File: config.mk
export PLATFORM = sky130hd
export DESIGN_NAME = pll_clock_gen_registers
export DESIGN_NICKNAME = d
export VERILOG_FILES = /design/src/pll_regs_pkg.sv /design/src/pll_clock_gen_registers.sv
export VERILOG_INCLUDE_DIRS = /design/src
export SDC_FILE = /design/constraint.sdc
export NUM_CORES = 1
export LEC_CHECK = 0
export BUFFER_PORTS_ARGS = -buffer_cell sky130_fd_sc_hd__clkbuf_2
export CELL_PAD_IN_SITES_DETAIL_PLACEMENT = 0
export CELL_PAD_IN_SITES_GLOBAL_PLACEMENT = 2
export CORE_UTILIZATION = 34
export DETAILED_ROUTE_END_ITERATION = 10
export PLACE_DENSITY = 0.74
export SLEW_MARGIN = 20
export SYNTH_ARGS = -nofsm -noshare
export SYNTH_HDL_FRONTEND = slang
export SYNTH_SLANG_ARGS = --single-unit
File: constraint.sdc
create_clock -name mclk_i -period 1.6 [get_ports mclk_i]
set_input_delay 0.16 -clock mclk_i [delete_from_list [all_inputs] [get_ports mclk_i]]
set_output_delay 0.16 -clock mclk_i [all_outputs]
set_load 0.01 [all_outputs]
File: src/pll_regs_cfg.svh
// Register offsets, field positions, reset values and timing counts of the PLL register block
`ifndef PLL_REGS_CFG_SVH
`define PLL_REGS_CFG_SVH

// ----------------------------------------------------------------
// Register offsets
// ----------------------------------------------------------------
`define OFS_PLL_CONTROL     3'h0
`define OFS_PLL_BANDWIDTH   3'h1
`define OFS_FBMUL_HIGH      3'h2
`define OFS_FBMUL_LOW       3'h3
`define OFS_VCO_RANGE       3'h4
`define OFS_REF_DIVIDE      3'h5

// ----------------------------------------------------------------
// Control register fields
// ----------------------------------------------------------------
`define CTL_IRQ_EN_BIT      7
`define CTL_FLAG_BIT        6
`define CTL_LOOP_ON_BIT     5
`define CTL_BCS_BIT         4
`define CTL_PRE_HI          3
`define CTL_PRE_LO          2
`define CTL_VPR_HI          1
`define CTL_VPR_LO          0

// ----------------------------------------------------------------
// Bandwidth register fields
// ----------------------------------------------------------------
`define BW_AUTO_BIT         7
`define BW_LOCK_BIT         6
`define BW_ACQ_BIT          5

// ----------------------------------------------------------------
// Reset values
// ----------------------------------------------------------------
`define RST_FBMUL           12'h040
`define RST_VCO_RANGE       8'h40
`define RST_REF_DIVIDE      4'h1

// ----------------------------------------------------------------
// Source switch timing, in cycles of each source
// ----------------------------------------------------------------
`define SWITCH_SYNC_CYCLES  3

`endif

File: src/pll_regs_pkg.sv
// Types shared by the PLL register block
package pll_regs_pkg;

  typedef struct packed {
    logic [2:0] addr;
    logic [7:0] wdata;
    logic       wr;
    logic       rd;
  } reg_req_t;

  typedef struct packed {
    logic [1:0]  prescale;
    logic [1:0]  vco_pow2_range;
    logic [11:0] feedback_multiplier;
    logic [7:0]  vco_linear_range;
    logic [3:0]  reference_divide;
    logic        acquire_track_select;
  } loop_cfg_t;

  typedef enum logic [2:0] {
    SW_STEADY = 3'b001,
    SW_WAIT   = 3'b010,
    SW_TAKE   = 3'b100
  } switch_state_t;

endpackage : pll_regs_pkg

File: src/pll_clock_gen_registers.sv
// PLL control and status registers with base clock source switch
//
// The address-and-strobe port and the register addresses were decided locally.
`timescale 1ns/1ps
`include "pll_regs_cfg.svh"

module pll_clock_gen_registers #(
  parameter int SYNC_CYCLES = `SWITCH_SYNC_CYCLES
) (
  input  wire logic                      mclk_i,
  input  wire logic                      rst_i,
  input  wire logic [2:0]                addr_i,
  input  wire logic [7:0]                wdata_i,
  input  wire logic                      wr_i,
  input  wire logic                      rd_i,
  output logic      [7:0]                rdata_o,
  input  wire logic                      oscillator_clock_i,
  input  wire logic                      divided_vco_clock_i,
  input  wire logic                      loop_locked_i,
  input  wire logic                      loop_tracking_i,
  output logic                           base_clock_out_o,
  output logic                           base_select_o,
  output logic                           loop_enable_o,
  output logic                           lock_irq_request_o,
  output pll_regs_pkg::loop_cfg_t        loop_cfg_o
);

  // Four-bit wait counters; a single edge would not prove a source alive
  if (SYNC_CYCLES < 2 || SYNC_CYCLES > 8) begin : g_sync_range
    $error("SYNC_CYCLES out of range");
  end

  // ----------------------------------------------------------------
  // Register state
  // ----------------------------------------------------------------
  pll_regs_pkg::reg_req_t req;
  logic        lock_irq_enable;
  logic        lock_change_flag;
  logic        loop_on;
  logic        base_clock_select;
  logic [1:0]  prescale;
  logic [1:0]  vco_pow2_range;
  logic        auto_mode;
  logic        lock_state;
  logic        acq_shadow;
  logic [11:0] feedback_multiplier;
  logic [7:0]  vco_linear_range;
  logic [3:0]  reference_divide;
  logic        range_zero;
  logic        wr_ctl;
  logic        wr_bw;
  logic        next_loop_on;
  logic        next_select;
  logic        want_on;
  logic        want_sel;
  logic        lock_seen;
  logic        loop_allowed;

  assign req.addr  = addr_i;
  assign req.wdata = wdata_i;
  assign req.wr    = wr_i;
  assign req.rd    = rd_i;

  assign wr_ctl       = req.wr && (req.addr == `OFS_PLL_CONTROL);
  assign wr_bw        = req.wr && (req.addr == `OFS_PLL_BANDWIDTH);
  assign range_zero   = (vco_linear_range == 8'h00);
  assign want_on      = req.wdata[`CTL_LOOP_ON_BIT];
  assign want_sel     = req.wdata[`CTL_BCS_BIT];
  assign loop_allowed = loop_on && !range_zero;

  // ----------------------------------------------------------------
  // Loop on and base select interlock
  // ----------------------------------------------------------------
  always_comb begin
    next_loop_on = loop_on;
    next_select  = base_clock_select;
    // Other control fields still land when this pair is rejected
    if (wr_ctl) begin
      if ((want_on != loop_on) && (want_sel != base_clock_select)) begin
        next_loop_on = loop_on;
        next_select  = base_clock_select;
      end else begin
        if (!(base_clock_select && !want_on)) begin
          next_loop_on = want_on;
        end
        if (!(want_sel && !loop_on)) begin
          next_select = want_sel;
        end
      end
    end
    if (range_zero) begin
      next_select = 1'b0;
    end
  end

  always_ff @(posedge mclk_i) begin
    if (rst_i) begin
      loop_on           <= 1'b1;
      base_clock_select <= 1'b0;
    end else begin
      loop_on           <= next_loop_on;
      base_clock_select <= next_select;
    end
  end

  // ----------------------------------------------------------------
  // Protected configuration fields
  // ----------------------------------------------------------------
  always_ff @(posedge mclk_i) begin
    if (rst_i) begin
      prescale       <= 2'h0;
      vco_pow2_range <= 2'h0;
    end else if (wr_ctl && !loop_on) begin
      prescale       <= req.wdata[`CTL_PRE_HI:`CTL_PRE_LO];
      vco_pow2_range <= req.wdata[`CTL_VPR_HI:`CTL_VPR_LO];
    end
  end

  always_ff @(posedge mclk_i) begin
    if (rst_i) begin
      feedback_multiplier <= `RST_FBMUL;
      vco_linear_range    <= `RST_VCO_RANGE;
      reference_divide    <= `RST_REF_DIVIDE;
    end else if (req.wr && !loop_on) begin
      // high holds bits eleven to eight
      if (req.addr == `OFS_FBMUL_HIGH) begin
        feedback_multiplier[11:8] <= req.wdata[3:0];
      end
      if (req.addr == `OFS_FBMUL_LOW) begin
        feedback_multiplier[7:0] <= req.wdata;
      end
      if (req.addr == `OFS_VCO_RANGE) begin
        vco_linear_range <= req.wdata;
      end
      if (req.addr == `OFS_REF_DIVIDE) begin
        reference_divide <= req.wdata[3:0];
      end
    end
  end

  // ----------------------------------------------------------------
  // Bandwidth mode, lock and acquisition
  // ----------------------------------------------------------------
  always_ff @(posedge mclk_i) begin
    if (rst_i) begin
      auto_mode  <= 1'b0;
      acq_shadow <= 1'b0;
    end else if (wr_bw) begin
      auto_mode <= req.wdata[`BW_AUTO_BIT];
      if (!auto_mode) begin
        acq_shadow <= req.wdata[`BW_ACQ_BIT];
      end
    end
  end

  assign lock_seen = auto_mode && loop_allowed && loop_locked_i;

  always_ff @(posedge mclk_i) begin
    if (rst_i) begin
      lock_state <= 1'b0;
    end else begin
      lock_state <= lock_seen;
    end
  end

  // ----------------------------------------------------------------
  // Lock change flag and interrupt
  // ----------------------------------------------------------------
  always_ff @(posedge mclk_i) begin
    if (rst_i) begin
      lock_irq_enable <= 1'b0;
    end else if (!auto_mode) begin
      lock_irq_enable <= 1'b0;
    end else if (wr_ctl) begin
      lock_irq_enable <= req.wdata[`CTL_IRQ_EN_BIT];
    end
  end

  // A lock change in the cycle of a read wins, so no change is lost
  always_ff @(posedge mclk_i) begin
    if (rst_i) begin
      lock_change_flag <= 1'b0;
    end else if (auto_mode && (lock_seen != lock_state)) begin
      // set on lock toggle; set beats clear
      lock_change_flag <= 1'b1;
    end else if (req.rd && (req.addr == `OFS_PLL_CONTROL)) begin
      lock_change_flag <= 1'b0;
    end else if (!auto_mode) begin
      lock_change_flag <= 1'b0;
    end
  end

  always_ff @(posedge mclk_i) begin
    if (rst_i) begin
      lock_irq_request_o <= 1'b0;
    end else begin
      lock_irq_request_o <= auto_mode && lock_change_flag && lock_irq_enable;
    end
  end

  // ----------------------------------------------------------------
  // Read data
  // ----------------------------------------------------------------
  always_ff @(posedge mclk_i) begin
    if (rst_i) begin
      rdata_o <= 8'h00;
    end else if (req.rd) begin
      unique case (req.addr)
        `OFS_PLL_CONTROL: begin
          rdata_o <= {lock_irq_enable & auto_mode, lock_change_flag & auto_mode,
                      loop_on, base_clock_select, prescale, vco_pow2_range};
        end
        `OFS_PLL_BANDWIDTH: begin
          rdata_o <= {auto_mode, lock_state & auto_mode,
                      auto_mode ? loop_tracking_i : acq_shadow, 5'h00};
        end
        `OFS_FBMUL_HIGH: rdata_o <= {4'h0, feedback_multiplier[11:8]};
        `OFS_FBMUL_LOW:  rdata_o <= feedback_multiplier[7:0];
        `OFS_VCO_RANGE:  rdata_o <= vco_linear_range;
        `OFS_REF_DIVIDE: rdata_o <= {4'h0, reference_divide};
        default:         rdata_o <= 8'h00;
      endcase
    end else begin
      rdata_o <= 8'h00;
    end
  end

  // ----------------------------------------------------------------
  // Configuration to the analog loop
  // ----------------------------------------------------------------
  always_ff @(posedge mclk_i) begin
    if (rst_i) begin
      loop_enable_o <= 1'b0;
      loop_cfg_o    <= '0;
    end else begin
      loop_enable_o                       <= loop_allowed;
      loop_cfg_o.prescale                 <= prescale;
      loop_cfg_o.vco_pow2_range           <= vco_pow2_range;
      loop_cfg_o.feedback_multiplier      <= (feedback_multiplier == 12'h000) ? 12'h001 : feedback_multiplier;
      loop_cfg_o.vco_linear_range         <= vco_linear_range;
      loop_cfg_o.reference_divide         <= (reference_divide == 4'h0) ? 4'h1 : reference_divide;
      loop_cfg_o.acquire_track_select     <= auto_mode ? loop_tracking_i : acq_shadow;
    end
  end

  // ----------------------------------------------------------------
  // Base clock source switch
  // ----------------------------------------------------------------
  // Source clocks are sampled as data; the base clock is a divided
  // level toggled on source rising edges, so it is slow by design.
  logic [2:0] osc_hist;
  logic [2:0] vco_hist;
  logic       osc_rise;
  logic       vco_rise;
  logic       active_sel;
  logic [3:0] osc_cnt;
  logic [3:0] vco_cnt;
  pll_regs_pkg::switch_state_t sw_state;

  always_ff @(posedge mclk_i) begin
    if (rst_i) begin
      osc_hist <= 3'h0;
      vco_hist <= 3'h0;
    end else begin
      osc_hist <= {osc_hist[1:0], oscillator_clock_i};
      vco_hist <= {vco_hist[1:0], divided_vco_clock_i};
    end
  end

  assign osc_rise = osc_hist[1] && !osc_hist[2];
  assign vco_rise = vco_hist[1] && !vco_hist[2];

  // switch waits three cycles of each
  always_ff @(posedge mclk_i) begin
    if (rst_i) begin
      sw_state   <= pll_regs_pkg::SW_STEADY;
      active_sel <= 1'b0;
      osc_cnt    <= 4'h0;
      vco_cnt    <= 4'h0;
    end else begin
      unique case (sw_state)
        pll_regs_pkg::SW_STEADY: begin
          osc_cnt <= 4'h0;
          vco_cnt <= 4'h0;
          if (base_clock_select != active_sel) begin
            sw_state <= pll_regs_pkg::SW_WAIT;
          end
        end
        pll_regs_pkg::SW_WAIT: begin
          if (osc_rise && osc_cnt < 4'(SYNC_CYCLES)) begin
            osc_cnt <= osc_cnt + 4'h1;
          end
          // A VCO stopped by loop off or zero range must not hang the oscillator path
          if ((vco_rise || !loop_allowed) && vco_cnt < 4'(SYNC_CYCLES)) begin
            vco_cnt <= vco_cnt + 4'h1;
          end
          if (osc_cnt == 4'(SYNC_CYCLES) && vco_cnt == 4'(SYNC_CYCLES)) begin
            sw_state <= pll_regs_pkg::SW_TAKE;
          end
        end
        // Takes the select as it stands now, so a change mid-wait settles once
        pll_regs_pkg::SW_TAKE: begin
          active_sel <= base_clock_select;
          sw_state   <= pll_regs_pkg::SW_STEADY;
        end
      endcase
    end
  end

  always_ff @(posedge mclk_i) begin
    if (rst_i) begin
      base_clock_out_o <= 1'b0;
      base_select_o    <= 1'b0;
    end else begin
      base_select_o <= active_sel;
      if (sw_state == pll_regs_pkg::SW_STEADY && (active_sel ? vco_rise : osc_rise)) begin
        base_clock_out_o <= !base_clock_out_o;
      end
    end
  end

endmodule : pll_clock_gen_registers

==> flow_metrics.tcl, run 1 <==
set metrics [dict create \
    status "complete, no violations" \
    startpoint "sw_state[2]$_SDFFE_PP0P_" \
    cts_sinks 94 \
    skew_ns 0.0112 \
    p_total_w 0.00423 \
    critPathKind "reg -> reg" \
    die_area_um2 10900 \
    rsz0062_at_grt "true" \
    nets 458 \
    synthTopCellsByArea "dfxtp_1, nor2b_1, mux2i_1" \
    cp_cell_sequence "nor3b_2 -> a21oi_1 -> a31oi_2 -> mux2_1" \
    timing.fmax_mhz 660 \
    synth.largest_area_cell "dfxtp_1" \
    dp_hpwl_um 6000 \
    wirelength_um 8460 \
    grt_start_max_net_pins 64 \
    tightest_slew_ns 0.464 \
    first_global_vias 2731 \
    synthArstFlopShare 0 \
    synth-seq-cells 94 \
    avgViaCountPerCell 4.83 \
    vias 2776 \
    hold_viol 0 \
    gr-total-overflow 0 \
    yosysUniqueCellTypes 42 \
    fin_ws_ns 0.0860 \
    final.min_clock_period_ns 1.51 \
    antenna_found_initial 0 \
    io-pin-count 60 \
    start_util 0.357 \
    synth_area_um2 3560 \
    p_per_area_nw_per_um2 995 \
    arrival_ns 1.77 \
    cp_max_fo 8 \
    yosysTopAreaCellShare 0.529 \
    ir_worst_vdd_v 0.000387 \
    synth_edf_count 0 \
    cts_buffers 9 \
    synthesis.nets 393 \
    path_clk_slew_ns 0.09 \
    ant_nets 0 \
    layout-drive-gt1-share 0.226 \
    die_h_um 104 \
    wire_per_inst_um 14.7 \
    hp-class "in -> reg" \
    grtUsageMet3 0.0420 \
    path_buf_inv 0 \
    place.port_buffers 59 \
    cts_tree "built" \
    die_w_um 104 \
    required_ns 1.86 \
    min-delay-start "wdata_i[6]" \
    syn_inst 372 \
    htree_levels 3 \
    synth_top_flop_cell "dfxtp_1" \
    reg2reg_from "sw_state[2]$_SDFFE_PP0P_" \
    clock_latency_ns 0.37 \
    drt_iter0_markers 75 \
    yosysSeqAreaShare 0.529 \
    fin_util 0.427 \
    num_antenna_cells 0 \
    grt.busiest_layer "met2" \
    use_met1 0.217 \
    dr.pass1.iters 4 \
    syn_avg_cell_area_um2 9.57 \
    setup_viol 0 \
    std_cell_rows 36 \
    crit_family "flip-flops" \
    pre_cts_ws_ns 0.0294 \
    area_growth_pct 19.4 \
    maxSlewHeadroom 0.690 \
    coreArea_um2 9950 \
    maxCapViolCount 0 \
    synth.most_common_cell "dfxtp_1" \
    synth_commonest_cells "dfxtp_1, nor2b_1, a21oi_1, nor2_1, nand2_1" \
    crit_slowest_cell "dfxtp_1" \
    grtUsageMet2 0.255 \
    grt_pass1_wl_um 13900 \
    fin_crit_sh 0.946 \
    cp-start-kind "flip-flop" \
    grt.total_usage 0.165 \
    slew_violations 0 \
    fin_setup_tns_ns 0 \
    yosys_warnings 0 \
    cts_root_buf "clkbuf_8" \
    critPathCaptureType "flip-flop" \
    slowest_delay_ns 0.40 \
    routabilityCongestion 0.821 \
    p_leak_nw 1.71 \
    drc 0 \
    clockBufferDepth 2 \
]
[final cells by class]
cell class	instances	area, um2
fill	1016	5710
sequential	94	1880
multi-input combinational	255	1580
timing repair buffer	74	423
tap	133	166
clock buffer	11	131
clock inverter	5	60.1
inverter	3	11.3
[routing by layer]
metal / up-vias / wire [um]
met5: - / 0
met4: 0 / 146
met3: 10 / 377
met2: 59 / 3810
met1: 1314 / 4120
li1: 1393 / -
[timing repair]
action | in CTS | in global routing
setup endpoints to repair | 0 | 2
setup buffers | 0 | 0
hold buffers | 1 | 0
hold endpoints to repair | 1 | 0
resized for setup | 0 | 5
[report_power, final]
group / leakage, nW / internal, W / total [W] / switching (W)
registers: 0.761 / 0.00237 / 0.00239 / 0.0000203
logic: 0.872 / 0.000118 / 0.000288 / 0.000169
clock network: 0.0818 / 0.000723 / 0.00155 / 0.000831
total: 1.71 / 0.00321 / 0.00423 / 0.00102
[through the flow]
stage          instances  hold WS [ns]  instance area, um2
2_1_floorplan        372         0.273                3560
3_3_place_gp         558         0.377                4020
3_5_place_dp         558         0.381                4020
4_1_cts              575       0.00766                4220
5_1_grt              575        0.0126                4250
6_report             575        0.0182                4250
[worst register-to-register path, cell delays in order, from the launching register on]
cell and delay (ns):
dfxtp_1 0.40, nor3b_2 0.33, a21oi_1 0.10, a31oi_2 0.24, mux2_1 0.34
[layout by cell type (no fill, tap or decap), types with 4 or more instances in the layout]
cell,n
nor2b_1,41
xnor2_1,4
clkbuf_8,9
nor3_1,5
a21oi_1,34
buf_4,13
dfxtp_1,94
clkbuf_2,59
nand2_1,32
nor4_1,5
and2_1,4
nor2_1,35
nand3_1,22
a22oi_1,5
clkinvlp_4,4
mux2i_1,21
nand2b_1,6
[sequential cells by signal, summed over array words and instances, names as in the netlist, 4 cells and up]
| signal | cells |
|---|---|
| loop_cfg_o | 29 |
| feedback_multiplier | 12 |
| rdata_o | 8 |
| vco_linear_range | 8 |
| osc_cnt | 4 |
| reference_divide | 4 |
| vco_cnt | 4 |
[cells by family (layout without fill, tap and decap cells)]
| group | count (synthesis) | in the layout | synth area share |
|---|---|---|---|
| AND/OR/NAND/NOR | 169 | 169 | 0.254 |
| flip-flops | 94 | 94 | 0.529 |
| AO/OA/AOI/OAI | 55 | 55 | 0.0925 |
| multiplexers | 24 | 24 | 0.0686 |
| buffers and inverters | 23 | 93 | 0.0366 |
| XOR/XNOR | 5 | 5 | 0.0123 |
| adder cells (fa/ha/maj) | 2 | 2 | 0.00703 |
[final timing paths]
| check | to | cells past startpoint | slack (ns) |
|---|---|---|---|
| max | vco_cnt[0]$_SDFFE_PP0P_ | 4 | 0.09 |
| min | feedback_multiplier[6]$_SDFFE_PP1P_ | 2 | 0.02 |
| max reg2reg | vco_cnt[0]$_SDFFE_PP0P_ | 4 | 0.09 |
| min reg2reg | vco_hist[1]$_SDFF_PP0_ | 1 | 0.44 |
Note: power is estimated with default switching activity, not from simulation.
==> inputs of run 2 (changes only) <==
==> constraint.sdc (replaced) <==
create_clock -name mclk_i -period 1.6 [get_ports mclk_i]
set_input_delay 0.32 -clock mclk_i [delete_from_list [all_inputs] [get_ports mclk_i]]
set_output_delay 0.32 -clock mclk_i [all_outputs]
set_load 0.01 [all_outputs]
==> run 2 against run 1 <==
Against the previous run:
- sequential power about the same
- setup slack worse by 0.028 ns
- non-clock buffer count up 4
- hold slack better by 0.17 ns
- combinational power up 3%
- sequential share of layout area down 0.20 points
- core utilization up 0.23 points
- via count down 0.61%
- largest cell class unchanged
- largest power group unchanged
==> flow_metrics.tcl, run 2 (synthesis results as in run 1) <==
set metrics [dict create \
    status "complete, no violations" \
    std_cell_rows 36 \
    cts_setup_buffers 0 \
    path_clk_slew_ns 0.09 \
    dr.pass1.iters 4 \
    n_fill_cell 999 \
    cts_buffers 9 \
    htree_levels 3 \
    antenna_found_initial 0 \
    area_growth_pct 20.0 \
    required_ns 1.85 \
    die_w_um 104 \
    tightest_slew_ns 0.413 \
    layout_commonest_cell "dfxtp_1" \
    io-pin-count 60 \
    nets 462 \
    ctsHoldBuffers 0 \
    skew_ns 0.00879 \
    crit_slowest_cell "nor4_2" \
    gr-total-overflow 0 \
    arrival_ns 1.79 \
    die_h_um 104 \
    largest_reg_flops 29 \
    cts_root_buf "clkbuf_8" \
    cp-start-kind "flip-flop" \
    wirelength_um 8360 \
    vias 2759 \
    cts_tree "built" \
    largest-register "loop_cfg_o" \
    fin_setup_tns_ns 0 \
    coreArea_um2 9950 \
    grt.total_usage 0.158 \
    maxSlewHeadroom 0.724 \
    ant_nets 0 \
    ir_worst_vdd_v 0.000318 \
    drc 0 \
    multi_input_area_um2 1590 \
    hold_viol 0 \
    grt_start_max_net_pins 42 \
    hp-class "in -> reg" \
    timing.fmax_mhz 649 \
    cp_cell_sequence "nor4_2 -> nand2_2 -> a31oi_4 -> mux2_1" \
    critPathCaptureType "flip-flop" \
    p_per_area_nw_per_um2 971 \
    num_antenna_cells 0 \
    avgViaCountPerCell 4.77 \
    final.min_clock_period_ns 1.54 \
    regArea_um2 1880 \
    reg.largest.list "loop_cfg_o (29), feedback_multiplier (12)" \
    drt_iter0_markers 61 \
    routabilityCongestion 0.773 \
    cp_max_fo 4 \
    clock_latency_ns 0.35 \
    maxCapViolCount 0 \
    fin_crit_sh 0.964 \
    layout_common_cells "dfxtp_1, clkbuf_2, nor2b_1" \
    rsz0062_at_grt "false" \
    wire_per_inst_um 14.4 \
    first_global_vias 2709 \
    start_util 0.357 \
    critPathKind "reg -> reg" \
    slowest_delay_ns 0.39 \
    p_leak_nw 1.74 \
    layout-drive-gt1-share 0.244 \
    slew_violations 0 \
    postPlaceCellArea_um2 4040 \
    place.port_buffers 59 \
    cts_sinks 94 \
    clockBufferDepth 2 \
    setup_viol 0 \
    dp_hpwl_um 6160 \
    fin_area_um2 4270 \
    p_total_w 0.00415 \
    die_area_um2 10900 \
    grt_pass1_wl_um 13600 \
]
-- run 2: changes by cell type in the layout (fill, tap and decap cells not counted), sizes merged --
| cell | delta |
|---|---|
| clkinvlp | -2 |
| bufinv | -1 |
| clkinv | +3 |
| buf | +5 |
| dlygate4sd3 | -1 |
-- run 2: power by group --
part           leakage, nW  switching (W)  internal (W)  total [W]
logic                0.892       0.000170      0.000126   0.000296
clock network       0.0913       0.000815      0.000647    0.00146
registers            0.760      0.0000231       0.00237    0.00239
total                 1.74        0.00101       0.00314    0.00415
-- run 2: layout make-up --
cell class              count  share of cell area
clock inverters             5             0.00791
inverters                   3             0.00264
repair buffers             78               0.103
well taps                 133              0.0390
multi-input cells         255               0.372
flip-flops and latches     94               0.441
clock buffers              11              0.0354
-- run 2: per-layer routing --
metal  share of wire  up-vias  track usage  routed length (um)
li1                -     1394            -                   -
met1            0.49     1311        0.209                4110
met2            0.46       44        0.254                3880
met3           0.031       10       0.0301                 258
met4           0.014        0       0.0582                 114
met5               0        -            0                   0
-- run 2: per-stage QoR --
stage          std cells  hold WS [ns]  utilization  worst slack [ns]
3_5_place_dp         563         0.428        0.406           -0.0300
6_report             579         0.186        0.429            0.0581
5_1_grt              579         0.172        0.429          0.000363
3_3_place_gp         563         0.424        0.406          0.000143
4_1_cts              579         0.171        0.426            0.0113
2_1_floorplan        372         0.414            -             0.181
-- run 2: worst paths after layout --
| path | cells past startpoint | start | slack [ns] | endpoint |
|---|---|---|---|---|
| setup reg to reg | 4 | vco_linear_range[3]$_SDFFE_PP0P_ | 0.06 | vco_cnt[0]$_SDFFE_PP0P_ |
| hold reg to reg | 1 | vco_hist[0]$_SDFF_PP0_ | 0.44 | vco_hist[1]$_SDFF_PP0_ |
| hold / removal | 2 | divided_vco_clock_i | 0.19 | vco_hist[0]$_SDFF_PP0_ |
| setup / recovery | 4 | vco_linear_range[3]$_SDFFE_PP0P_ | 0.06 | vco_cnt[0]$_SDFFE_PP0P_ |
-- run 2: critical path: cells and delay by family (launching register included) --
family / cells / cell delay (ns)
AO/OA/AOI/OAI: 1 / 0.21
multiplexers: 1 / 0.33
flip-flops: 1 / 0.37
AND/OR/NAND/NOR: 2 / 0.53
-- run 2: timing repair --
item / in CTS / in global routing
endpoints found under the setup margin: 1 / 2
resized for setup: 1 / 7
hold endpoints to repair: 0 / 0
